--- src/omc_defines.vh ---
// Register map, field positions, reset values and timing counts for the output mixer control block
`ifndef OMC_DEFINES_VH
`define OMC_DEFINES_VH

// Register addresses (7-bit control word address)
`define OMC_ADDR_PWR_ONE      7'h01
`define OMC_ADDR_PWR_THREE    7'h03
`define OMC_ADDR_ADD_CTRL     7'h07
`define OMC_ADDR_BYP_ATTEN    7'h28
`define OMC_ADDR_SPK_MIX      7'h32
`define OMC_ADDR_SPK_GAIN     7'h36
`define OMC_ADDR_MONO_MIX     7'h38

// Power management one fields
`define OMC_TIEOFF_BUF_BIT    2
`define OMC_AMP_BIAS_BIT      3
`define OMC_MIDSHIFT_BIT      8

// Power management three fields
`define OMC_SPK_MIX_EN_BIT    2
`define OMC_MONO_MIX_EN_BIT   3
`define OMC_SPK_POS_EN_BIT    5
`define OMC_SPK_NEG_EN_BIT    6
`define OMC_MONO_OUT_EN_BIT   7

// Additional control fields
`define OMC_SLOW_TICK_BIT     0

// Bypass attenuation fields
`define OMC_SPK_ATTEN_BIT     1
`define OMC_MONO_ATTEN_BIT    2

// Mixer select fields
`define OMC_SPK_DAC_BIT       0
`define OMC_SPK_BYP_BIT       1
`define OMC_SPK_SECOND_MIC_INPUT_BIT      5
`define OMC_MONO_DAC_BIT      0
`define OMC_MONO_BYP_BIT      1
`define OMC_MONO_SECOND_MIC_INPUT_BIT     2

// Speaker gain control fields, plus the mono mute bit of the mono mix register
`define OMC_GAIN_MSB          5
`define OMC_SPK_MUTE_BIT      6
`define OMC_SPK_ZC_BIT        7
`define OMC_MONO_MUTE_BIT     6

// Reset values
`define OMC_RST_PWR_ONE       9'h000
`define OMC_RST_PWR_THREE     9'h000
`define OMC_RST_ADD_CTRL      9'h000
`define OMC_RST_BYP_ATTEN     9'h000
`define OMC_RST_SPK_MIX       9'h001
`define OMC_RST_SPK_GAIN      9'h039
`define OMC_RST_MONO_MIX      9'h000

// Gain code limits: +6dB top, 0dB unity, -57dB bottom
`define OMC_GAIN_MAX          6'h3F
`define OMC_GAIN_UNITY        6'h39
`define OMC_GAIN_MIN          6'h00

// Zero-cross timeout in master clock periods (2 to the 21st)
`define OMC_ZC_TIMEOUT_CYCLES 2097152

`endif

--- src/omc_output_mixer_control.v ---
// Output mixer control: registers, speaker and mono mix paths, zero-cross gain update and timeout
// Operation
// - Speaker mix sums DAC, bypass, second_mic_input selected
// - Speaker bypass attenuation 0dB or -10dB
// - Six-bit speaker gain, 1dB steps, reset 0dB
// - Speaker mute drives both outputs to midpoint
// - Negative speaker output is inverse of positive while both legs are enabled
// - Zero-cross bit defers gain change to crossing
// - Pending gain applied after 2^21 clocks timeout
// - Slow tick enable gates the timeout clock
// - Mono mix sums DAC, bypass, second_mic_input selected
// - Mono bypass attenuation 0dB or -10dB
// - Mono mute drives mid-supply reference level
// - Mono output active only while enabled
// - All outputs reset disabled, enabled independently
// - Mixer and speaker stage enables in register three
// - Tie-off, bias and midpoint driver enables
`timescale 1ns/1ps
`include "omc_defines.vh"

module omc_output_mixer_control #(
  parameter DW             = 16,
  parameter TIMEOUT_CYCLES = `OMC_ZC_TIMEOUT_CYCLES
) (
  // Clock and reset
  input  wire                 mclk,
  input  wire                 rst_n,
  // Control word write port
  input  wire                 reg_wr_en,
  input  wire [6:0]           reg_addr,
  input  wire [8:0]           reg_wdata,
  // Register readback port
  input  wire [6:0]           reg_rd_addr,
  output reg  [8:0]           reg_rdata,
  // Mixer source samples
  input  wire                 sample_valid,
  input  wire signed [DW-1:0] dac_sample,
  input  wire signed [DW-1:0] bypass_sample,
  input  wire signed [DW-1:0] second_mic_input,
  // Analogue stage enables
  output reg                  tieoff_buffer_enable,
  output reg                  amp_bias_enable,
  output reg                  midpoint_shift_driver_enable,
  output reg                  speaker_mixer_enable,
  output reg                  mono_mixer_enable,
  output reg                  speaker_pos_enable,
  output reg                  speaker_neg_enable,
  output reg                  mono_out_enable,
  // Applied speaker gain and mute levels
  output reg  [5:0]           speaker_gain,
  output reg                  speaker_gain_pending,
  output reg                  output_midpoint_level,
  output reg                  mid_supply_reference,
  // Output samples, zero means midpoint level
  output reg  signed [DW+1:0] speaker_pos_out,
  output reg  signed [DW+1:0] speaker_neg_out,
  output reg  signed [DW+1:0] mono_out_pin
);

  // Two guard bits keep a full-scale sum of three sources from wrapping
  localparam OW = DW + 2;
  localparam CW = 22;

  ////////////////////////////////////////////////////////////////////////////
  // Helpers

  // Widen a source to the mix width
  function signed [DW+1:0] widen;
    input signed [DW-1:0] x;
    begin
      widen = {{2{x[DW-1]}}, x};
    end
  endfunction

  // About -10dB: x * 5/16
  function signed [DW+1:0] atten10;
    input signed [DW+1:0] x;
    begin
      atten10 = (x >>> 2) + (x >>> 4);
    end
  endfunction

  // Sum of the selected sources, bypass optionally attenuated
  function signed [DW+1:0] mix3;
    input                 sel_dac;
    input                 sel_byp;
    input                 sel_mic;
    input                 att;
    input signed [DW-1:0] d;
    input signed [DW-1:0] b;
    input signed [DW-1:0] m;
    reg   signed [DW+1:0] bw;
    begin
      bw   = att ? atten10(widen(b)) : widen(b);
      mix3 = (sel_dac ? widen(d) : {OW{1'b0}})
           + (sel_byp ? bw : {OW{1'b0}})
           + (sel_mic ? widen(m) : {OW{1'b0}});
    end
  endfunction

  ////////////////////////////////////////////////////////////////////////////
  // Register file

  reg [8:0] pwr_one_q;
  reg [8:0] pwr_three_q;
  reg [8:0] add_ctrl_q;
  reg [8:0] byp_atten_q;
  reg [8:0] spk_mix_q;
  reg [8:0] spk_gain_ctrl_q;
  reg [8:0] mono_mix_q;

  // Gain writes also steer the update logic further down
  wire wr_spk_gain = reg_wr_en && (reg_addr == `OMC_ADDR_SPK_GAIN);

  // Writes land in the addressed register; unknown addresses are ignored
  always @(posedge mclk or negedge rst_n) begin
    if (!rst_n) begin
      pwr_one_q       <= `OMC_RST_PWR_ONE;
      pwr_three_q     <= `OMC_RST_PWR_THREE;
      add_ctrl_q      <= `OMC_RST_ADD_CTRL;
      byp_atten_q     <= `OMC_RST_BYP_ATTEN;
      spk_mix_q       <= `OMC_RST_SPK_MIX;
      spk_gain_ctrl_q <= `OMC_RST_SPK_GAIN;
      mono_mix_q      <= `OMC_RST_MONO_MIX;
    end else if (reg_wr_en) begin
      case (reg_addr)
        `OMC_ADDR_PWR_ONE:   pwr_one_q       <= reg_wdata;
        `OMC_ADDR_PWR_THREE: pwr_three_q     <= reg_wdata;
        `OMC_ADDR_ADD_CTRL:  add_ctrl_q      <= reg_wdata;
        `OMC_ADDR_BYP_ATTEN: byp_atten_q     <= reg_wdata;
        `OMC_ADDR_SPK_MIX:   spk_mix_q       <= reg_wdata;
        `OMC_ADDR_SPK_GAIN:  spk_gain_ctrl_q <= reg_wdata;
        `OMC_ADDR_MONO_MIX:  mono_mix_q      <= reg_wdata;
        default: ;
      endcase
    end
  end

  // Readback mux, registered; unmapped addresses read zero
  always @(posedge mclk or negedge rst_n) begin
    if (!rst_n) begin
      reg_rdata <= 9'h000;
    end else begin
      case (reg_rd_addr)
        `OMC_ADDR_PWR_ONE:   reg_rdata <= pwr_one_q;
        `OMC_ADDR_PWR_THREE: reg_rdata <= pwr_three_q;
        `OMC_ADDR_ADD_CTRL:  reg_rdata <= add_ctrl_q;
        `OMC_ADDR_BYP_ATTEN: reg_rdata <= byp_atten_q;
        `OMC_ADDR_SPK_MIX:   reg_rdata <= spk_mix_q;
        `OMC_ADDR_SPK_GAIN:  reg_rdata <= spk_gain_ctrl_q;
        `OMC_ADDR_MONO_MIX:  reg_rdata <= mono_mix_q;
        default:             reg_rdata <= 9'h000;
      endcase
    end
  end

  ////////////////////////////////////////////////////////////////////////////
  // Field decode

  // Mute and zero-cross bits act on the live register, not on the applied gain
  wire zc_en     = spk_gain_ctrl_q[`OMC_SPK_ZC_BIT];
  wire spk_mute  = spk_gain_ctrl_q[`OMC_SPK_MUTE_BIT];
  wire mono_mute = mono_mix_q[`OMC_MONO_MUTE_BIT];
  wire slow_tick = add_ctrl_q[`OMC_SLOW_TICK_BIT];
  wire [5:0] gain_req = spk_gain_ctrl_q[`OMC_GAIN_MSB:0];

  // Power management one enables, one flop each
  always @(posedge mclk or negedge rst_n) begin
    if (!rst_n) begin
      tieoff_buffer_enable         <= 1'b0;
      amp_bias_enable              <= 1'b0;
      midpoint_shift_driver_enable <= 1'b0;
    end else begin
      tieoff_buffer_enable         <= pwr_one_q[`OMC_TIEOFF_BUF_BIT];
      amp_bias_enable              <= pwr_one_q[`OMC_AMP_BIAS_BIT];
      midpoint_shift_driver_enable <= pwr_one_q[`OMC_MIDSHIFT_BIT];
    end
  end

  // Power management three enables; each stage switches on its own
  always @(posedge mclk or negedge rst_n) begin
    if (!rst_n) begin
      speaker_mixer_enable         <= 1'b0;
      mono_mixer_enable            <= 1'b0;
      speaker_pos_enable           <= 1'b0;
      speaker_neg_enable           <= 1'b0;
      mono_out_enable              <= 1'b0;
    end else begin
      speaker_mixer_enable         <= pwr_three_q[`OMC_SPK_MIX_EN_BIT];
      mono_mixer_enable            <= pwr_three_q[`OMC_MONO_MIX_EN_BIT];
      speaker_pos_enable           <= pwr_three_q[`OMC_SPK_POS_EN_BIT];
      speaker_neg_enable           <= pwr_three_q[`OMC_SPK_NEG_EN_BIT];
      mono_out_enable              <= pwr_three_q[`OMC_MONO_OUT_EN_BIT];
    end
  end

  ////////////////////////////////////////////////////////////////////////////
  // Mix paths

  wire signed [DW+1:0] spk_sum  = mix3(spk_mix_q[`OMC_SPK_DAC_BIT],
                                       spk_mix_q[`OMC_SPK_BYP_BIT],
                                       spk_mix_q[`OMC_SPK_SECOND_MIC_INPUT_BIT],
                                       byp_atten_q[`OMC_SPK_ATTEN_BIT],
                                       dac_sample, bypass_sample, second_mic_input);
  wire signed [DW+1:0] mono_sum = mix3(mono_mix_q[`OMC_MONO_DAC_BIT],
                                       mono_mix_q[`OMC_MONO_BYP_BIT],
                                       mono_mix_q[`OMC_MONO_SECOND_MIC_INPUT_BIT],
                                       byp_atten_q[`OMC_MONO_ATTEN_BIT],
                                       dac_sample, bypass_sample, second_mic_input);

  ////////////////////////////////////////////////////////////////////////////
  // Zero-cross detection on the speaker mix

  reg prev_sign_q;
  reg prev_valid_q;

  // Sign of the speaker mix; a zero sum counts as positive
  wire mix_sign = spk_sum[OW-1];

  // Crossing means a sign change between consecutive valid samples
  wire zero_cross = sample_valid && prev_valid_q && (mix_sign != prev_sign_q);

  always @(posedge mclk or negedge rst_n) begin
    if (!rst_n) begin
      prev_sign_q  <= 1'b0;
      prev_valid_q <= 1'b0;
    end else if (sample_valid) begin
      prev_sign_q  <= mix_sign;
      prev_valid_q <= 1'b1;
    end
  end

  ////////////////////////////////////////////////////////////////////////////
  // Gain update and timeout

  // Last count before the timeout fires, cut to the counter width on purpose
  localparam [31:0]   TMO_FULL = TIMEOUT_CYCLES - 1;
  localparam [CW-1:0] TMO_LAST = TMO_FULL[CW-1:0];

  reg  [CW-1:0] tmo_cnt_q;
  reg  [CW-1:0] tmo_cnt_d;
  reg  [5:0]    speaker_gain_d;
  reg           gain_pending_d;

  // A direct write, the timeout, and the moment a deferred gain lands
  wire wr_direct = wr_spk_gain && !reg_wdata[`OMC_SPK_ZC_BIT];
  wire tmo_hit   = slow_tick && speaker_gain_pending && (tmo_cnt_q >= TMO_LAST);
  wire apply_now = speaker_gain_pending && (zero_cross || tmo_hit || !zc_en);

  // Next gain: a write with zero-cross off applies at once, otherwise it waits;
  // clearing the zero-cross bit while a change waits releases it at once
  always @* begin
    speaker_gain_d = speaker_gain;
    gain_pending_d = speaker_gain_pending;
    if (wr_direct) begin
      speaker_gain_d = reg_wdata[`OMC_GAIN_MSB:0];
      gain_pending_d = 1'b0;
    end else if (wr_spk_gain) begin
      gain_pending_d = 1'b1;
    end else if (apply_now) begin
      speaker_gain_d = gain_req;
      gain_pending_d = 1'b0;
    end
  end

  // Applied gain and pending flag
  always @(posedge mclk or negedge rst_n) begin
    if (!rst_n) begin
      speaker_gain         <= `OMC_GAIN_UNITY;
      speaker_gain_pending <= 1'b0;
    end else begin
      speaker_gain         <= speaker_gain_d;
      speaker_gain_pending <= gain_pending_d;
    end
  end

  // Next count: cleared by a new write or when idle, frozen at the limit;
  // with the slow tick off a waiting change hangs on a crossing only
  always @* begin
    tmo_cnt_d = tmo_cnt_q;
    if (wr_spk_gain || !speaker_gain_pending) begin
      tmo_cnt_d = {CW{1'b0}};
    end else if (slow_tick && !tmo_hit) begin
      tmo_cnt_d = tmo_cnt_q + 1'b1;
    end
  end

  // Timeout counter
  always @(posedge mclk or negedge rst_n) begin
    if (!rst_n) begin
      tmo_cnt_q <= {CW{1'b0}};
    end else begin
      tmo_cnt_q <= tmo_cnt_d;
    end
  end

  ////////////////////////////////////////////////////////////////////////////
  // Output stages

  // Zero sample code stands for the midpoint level
  localparam [OW-1:0] MID = {OW{1'b0}};

  // Mute level flags follow the mute bits
  always @(posedge mclk or negedge rst_n) begin
    if (!rst_n) begin
      output_midpoint_level <= 1'b0;
      mid_supply_reference  <= 1'b0;
    end else begin
      output_midpoint_level <= spk_mute;
      mid_supply_reference  <= mono_mute;
    end
  end

  // Speaker pair: mute or disable holds the midpoint; negative leg is the inverse
  always @(posedge mclk or negedge rst_n) begin
    if (!rst_n) begin
      speaker_pos_out <= MID;
      speaker_neg_out <= MID;
    end else if (spk_mute || !pwr_three_q[`OMC_SPK_MIX_EN_BIT]) begin
      speaker_pos_out <= MID;
      speaker_neg_out <= MID;
    end else begin
      speaker_pos_out <= pwr_three_q[`OMC_SPK_POS_EN_BIT] ? spk_sum : MID;
      speaker_neg_out <= pwr_three_q[`OMC_SPK_NEG_EN_BIT] ? -spk_sum : MID;
    end
  end

  // Mono output: mute, a stopped mixer or a stopped stage holds the reference
  always @(posedge mclk or negedge rst_n) begin
    if (!rst_n) begin
      mono_out_pin <= MID;
    end else if (mono_mute || !pwr_three_q[`OMC_MONO_OUT_EN_BIT] || !pwr_three_q[`OMC_MONO_MIX_EN_BIT]) begin
      mono_out_pin <= MID;
    end else begin
      mono_out_pin <= mono_sum;
    end
  end

endmodule

--- config.mk ---
export PLATFORM = sky130hd
export DESIGN_NAME = omc_output_mixer_control
export DESIGN_NICKNAME = d
export VERILOG_FILES = /design/src/omc_output_mixer_control.v
export VERILOG_INCLUDE_DIRS = /design/src
export SDC_FILE = /design/constraint.sdc
export NUM_CORES = 1
export LEC_CHECK = 0
export BUFFER_PORTS_ARGS = -buffer_cell sky130_fd_sc_hd__buf_2
export CAP_MARGIN = 25
export CORE_MARGIN = 3
export CORE_UTILIZATION = 54
export DETAILED_ROUTE_END_ITERATION = 6
export PLACE_DENSITY = 0.76
export SLEW_MARGIN = 40
export SYNTH_ARGS = -nofsm -noshare
export SYNTH_HDL_FRONTEND = slang
export SYNTH_SLANG_ARGS = --single-unit
--- constraint.sdc ---
create_clock -name mclk -period 4.4 [get_ports mclk]
set_input_delay 0.44 -clock mclk [delete_from_list [all_inputs] [get_ports mclk]]
set_output_delay 0.44 -clock mclk [all_outputs]
set_load 0.02 [all_outputs]
# [Word-level counts from Yosys, hierarchy flattened]
# Cells that the tools add are included.
[classes] add_sub_neg=7 n_mul=0 div_mod_pow=0 n_lt_le_gt_ge=1 eq_ne=16 n_shift=0 n_mux=22 bitwise_logic=0 reduce_logical=32
[ops] operator="two-way mux 18 bit" n=13
[ops] operator="adder 18 bit" n=4
[ops] operator="case mux 9 bit (7 select lines)" n=1
[ops] operator="equality test 7 x 6 -> 1 bit, second input constant" n=8
[ops] operator="two-way mux 22 bit" n=2
[ops] operator="adder 22 x 1 -> 22 bit, second input constant" n=1
[ops] operator="greater-or-equal comparator 22 x 21 -> 1 bit, second input constant" n=1
[ops] operator="two-way mux 6 bit" n=3
[ops] operator="negator 18 bit" n=1
[ops] operator="AND reduction 2 bit" n=8
[ops] operator="adder 14 x 12 -> 15 bit" n=1
[ops] operator="equality test 7 x 1 -> 1 bit, second input constant" n=2
[ops] operator="equality test 7 x 2 -> 1 bit, second input constant" n=2
[ops] operator="equality test 7 x 3 -> 1 bit, second input constant" n=2
[ops] operator="logical AND 1 bit" n=8
[ops] operator="zero test 1 bit" n=7
[ops] operator="logical OR 1 bit" n=6
[ops] operator="nonzero test 2 bit" n=2
[ops] operator="two-way mux 1 bit" n=3
[ops] operator="nonzero test 3 bit" n=1
[ops] operator="inequality test 2 x 1 -> 1 bit, second input constant" n=1
[ops] operator="inequality test 1 bit" n=1
[word_totals] reg_bits=167 latch_bits=0 ramBits=0 rom_bits=0 input_bits=75 output_inout_bits=80 word_cells=104 n_memories=0

# [Depth between registers and ports, before layout]
[logic_depth] depth_word=13 ltp_mapped=21 mapped_depth_nobuf=19

# [Worst setup path before layout]
# No wires, ideal clock.
[synth_timing] kind="input to register" start="input bypass_sample[3]" end="register speaker_neg_out[17]" setup_ps=79 arrival_ps=4752 required_time_ps=4321 setup_slack_ps=-431 stages=19 path_buffers=1 path_cell_list="ha_1 > a21o_1 > a21oi_1 > o2111ai_1 > a21o_1 > o41ai_1 > nor3_1 > a221oi_1 > fa_1 > inv_1 > ha_1 > buf_2 > a21o_1 > a221o_1 > a211o_1 > a21o_1 > a22oi_1 > and4b_1 > mux2i_1"
[synth_between] elab_chain_cells=8
[synth_lines] item="start, declared" line_no="omc_output_mixer_control.v:38" rtl="input wire signed [DW-1:0] bypass_sample,"
[synth_lines] item="adder 14 x 12 -> 15 bit" line_no="omc_output_mixer_control.v:79" rtl="atten10 = (x >>> 2) + (x >>> 4);"
[synth_lines] item="two-way mux 18 bit (*)" line_no="omc_output_mixer_control.v:94" rtl="bw = att ? atten10(widen(b)) : widen(b);"
[synth_lines] item="two-way mux 18 bit (*)" line_no="omc_output_mixer_control.v:96" rtl="+ (sel_byp ? bw : {OW{1'b0}})"
[synth_lines] item="adder 18 bit (*)" line_no="omc_output_mixer_control.v:96"
[synth_lines] item="adder 18 bit (*)" line_no="omc_output_mixer_control.v:97" rtl="+ (sel_mic ? widen(m) : {OW{1'b0}});"
[synth_lines] item="negator 18 bit (*)" line_no="omc_output_mixer_control.v:324" rtl="speaker_neg_out <= pwr_three_q[`OMC_SPK_NEG_EN_BIT] ? -spk_sum : MID;"
[synth_lines] item="two-way mux 18 bit (*)" line_no="omc_output_mixer_control.v:324"
[synth_lines] item="two-way mux 18 bit (*)" line_no="omc_output_mixer_control.v:319" rtl="end else if (spk_mute || !pwr_three_q[`OMC_SPK_MIX_EN_BIT]) begin"
[synth_lines] item="end signal, assigned" line_no="omc_output_mixer_control.v:324"
[synth_lines] item="end, declared" line_no="omc_output_mixer_control.v:56" rtl="output reg signed [DW+1:0] speaker_neg_out,"
# Mark *: on every way between the ends. The rest lies on a longest branch, timed or not.
# A chain may end at the register's enable or synchronous reset.

# [Final worst setup path]
[layout_timing] start="input bypass_sample[5]" end="register speaker_neg_out[16]"
# Same word-level chain as after synthesis.

==> results.json <==
{
  "status": "finished with violations",
  "violations": "setup timing",
  "fmax_mhz": 224,
  "grt.total_usage_pct": 26.5,
  "reg2reg_from": "spk_mix_q[1]",
  "initial_core_util_pct": 55.8,
  "finalClockSkew_ns": 0.0102,
  "cts_tree": "built",
  "syn-num-nets": 1238,
  "hpwl_um": 21500,
  "worstMarginPinSlew_ns": 0.815,
  "dieArea_um2": 21400,
  "cts_num_sinks": 167,
  "die_w_um": 146,
  "power.density_nw_per_um2": 325,
  "placed_cell_area_um2": 12600,
  "drt_iter0_drc": 660,
  "io_pins": 155,
  "period_needed_ns": 4.47,
  "overflow": 0,
  "fillers": 1442,
  "arrival_ns": 4.82,
  "holdWs_ns": 0.0106,
  "min_period_over_period_pct": 101,
  "grt_max_degree": 99,
  "synthArstFlopShare_pct": 100,
  "synth_edf_count": 0,
  "core-area_um2": 19000,
  "post-route-drc-count": 0,
  "total_power_uw": 4430,
  "yosysWarnings": 0,
  "ys_ff_latch": 167,
  "layout-drive-gt1-share_pct": 34.9,
  "grt_pass1_wl_um": 45900,
  "ctsHtreeMaxLevel": 4,
  "seq_area_frac_synth_pct": 39.5,
  "drt.antenna.violating_nets": 0,
  "path_cells": "buf_8, ha_4, a21o_1, a21oi_2, buf_4, o2111ai_1, a21o_1, buf_4, o221a_4, mux2_4, nand2_2, fa_1, inv_2, ha_4, buf_4, or4b_2, o211ai_1, a311oi_2, buf_4, and3_4, a311o_1, o21ai_1",
  "cts_buffers": 17,
  "final_hold_viol_count": 0,
  "diodes": 0,
  "reg2reg_to": "speaker_neg_out[16]",
  "crit_fanout": 6,
  "crit_path_frequent_cell": "buf_4",
  "viasPerCell": 5.72,
  "layout.nets": 1509,
  "wl_per_cell_um": 17.8,
  "leakage_uw": 0.00677,
  "cts_root_buf": "clkbuf_16",
  "syn-cell-area_um2": 10600,
  "die_h_um": 146,
  "crit_end": "speaker_neg_out[16]",
  "regToRegSetupSlack_ns": 0.42,
  "worst_setup_path_start_kind": "input port",
  "clk_pin_slew_worst_paths_ns": 0.07,
  "vias": 9300,
  "slowest_delay_ns": 0.64,
  "io_buffers": 154,
  "cp-startpoint": "bypass_sample[5]",
  "crit_cells": 22,
  "syn_to_final_growth_pct": 28.2,
  "wl_um": 28900,
  "place_congestion": 0.940,
  "worst-path-buf-inv": 6,
  "cts_max_path_buffers": 2,
  "min_path_type": "in2async",
  "firstDrtPassIters": 7,
  "std_cell_rows": 50,
  "antenna_found_initial": 0,
  "clock_latency_ns": 0.43,
  "cap_viol_max_count": 0,
  "relSlewSlack_pct": 45.4,
  "cp-end-kind": "register",
  "syn_inst": 1081,
  "maxSlewViolCount": 0,
  "grt_pass1_vias": 9027,
  "path_delay_family": "compound AO/OA/AOI/OAI gates",
  "crit_required_ns": 4.75,
  "finalInstanceArea_um2": 13600,
  "setup_viol": 2,
  "critical_path_class": "in2reg",
  "peakVddDrop_mv": 0.266,
  "crit_slowest_cell": "or4b_2",
  "r2r_cells": 13,
  "finalWorstSetupSlack_ns": -0.0656,
  "synth.distinct_cells": 75,
  "synth-main-ff-cell": "dfrtp_1",
  "synth_area_per_cell_um2": 9.83,
  "rsz0062_at_grt": "yes"
}
## final cells by class
| type | count | area [µm²] | share of cell area, % |
|---|---|---|---|
| multi-input cells | 799 | 6350 | 46.7 |
| flip-flops and latches | 167 | 4190 | 30.8 |
| repair buffers | 286 | 1820 | 13.4 |
| clock buffers | 19 | 443 | 3.25 |
| well taps | 260 | 325 | 2.39 |
| inverters | 81 | 304 | 2.23 |
| clock inverters | 13 | 180 | 1.32 |
## worst register-to-register path: stages (launching register included)
cell and delay [ns]:
dfrtp_1 0.80, nor2b_1 0.36, a221oi_2 0.14, fa_1 0.54, inv_1 0.04, ha_1 0.31
buf_6 0.12, or4b_2 0.59, o211ai_1 0.14, a311oi_2 0.05, buf_4 0.16, and3_4 0.19
a311o_1 0.35, o21ai_1 0.09
## synth_stat cells (13+ instances only)
| master | number | area, µm² |
|---|---|---|
| a21o_1 | 13 | 97.6 |
| a21oi_1 | 26 | 130 |
| a22oi_1 | 25 | 188 |
| and2_1 | 15 | 93.8 |
| and3_1 | 16 | 100 |
| clkbuf_1 | 31 | 116 |
| dfrtp_1 | 158 | 3950 |
| fa_1 | 35 | 701 |
| ha_1 | 47 | 588 |
| inv_1 | 81 | 304 |
| mux2_2 | 76 | 856 |
| nand2_1 | 129 | 484 |
| nand3_1 | 42 | 210 |
| nor2_1 | 92 | 345 |
| nor3_1 | 23 | 115 |
| o211ai_1 | 14 | 105 |
| o21ai_0 | 23 | 115 |
| xnor2_1 | 32 | 280 |
| xor2_1 | 20 | 175 |
## layer usage
| metal | global-route usage (%) | routed length, µm |
|---|---|---|
| met3 | 4.31 | 1780 |
| met2 | 42.6 | 13600 |
| met5 | 0 | 0 |
| met1 | 37.0 | 12900 |
| met4 | 8.37 | 663 |
## flip-flops by register name, summed over array words and instances, names as in the netlist, 6 cells and up
register and flops:
speaker_neg_out 18, mono_mix_q 9, mono_out_pin 18, add_ctrl_q 9, tmo_cnt_q 22, pwr_one_q 9
spk_gain_ctrl_q 9, pwr_three_q 9, speaker_pos_out 18, speaker_gain 6, reg_rdata 9, spk_mix_q 9
byp_atten_q 9
## stage by stage
stage / setup WS, ns / std cells / util, % / TNS, ns
after floorplan: -0.100 / 1081 / - / -0.113
after global placement: -0.347 / 1577 / 66.3 / -5.03
after CTS: 0.0346 / 1609 / 69.7 / 0
after detailed placement: -0.396 / 1577 / 66.4 / -6.10
after global routing: -0.198 / 1625 / 71.6 / -1.46
final: -0.0656 / 1625 / 71.6 / -0.0690
## worst min-delay path by stage
| stage | slack, ns | cells past startpoint | from | to |
|---|---|---|---|---|
| final | 0.01 | 1 | rst_n | mono_out_pin[7] |
| after global routing | 0.06 | 1 | rst_n | mono_out_pin[7] |
| after CTS | 0.02 | 1 | rst_n | mono_out_pin[7] |
| after detailed placement | 0.38 | 0 | pwr_one_q[2] | tieoff_buffer_enable |
| after global placement | 0.38 | 0 | pwr_one_q[2] | tieoff_buffer_enable |
| after floorplan | 0.14 | 0 | rst_n | add_ctrl_q[0] |
## power breakdown
group          switching, µW  leakage [µW]  total [µW]  internal, µW
clock network            657      0.000299        1580           926
logic                    593       0.00420        1150           558
registers               73.4       0.00227        1700          1620
total                   1320       0.00677        4430          3110
## cells by family after synthesis
family	Yosys count	synth area share (%)
fa+ha+maj	82	12.1
flops	167	39.5
simple gates	398	18.5
mux	82	8.62
xor+xnor	52	4.29
compound gates	185	12.9
buf+inv	115	4.10
## placed cells by master (no fill, tap or decap), types with 17 or more instances in the layout
cell / instances
dfrtp_1: 158
buf_2: 149
buf_4: 128
nand2_1: 126
nor2_1: 92
inv_1: 77
mux2_2: 73
ha_1: 41
nand3_1: 40
fa_1: 34
xnor2_1: 31
a22oi_1: 24
a21oi_1: 23
xor2_1: 20
o21ai_0: 19
nor3_1: 18
clkbuf_16: 17
## what timing repair did
action | 4_1_cts | 5_1_grt
hold buffers | 0 | 0
setup buffers | 0 | 16
gates resized for setup | 0 | 55
endpoints found under the setup margin | 0 | 21
(Power assumes the default switching activity.)
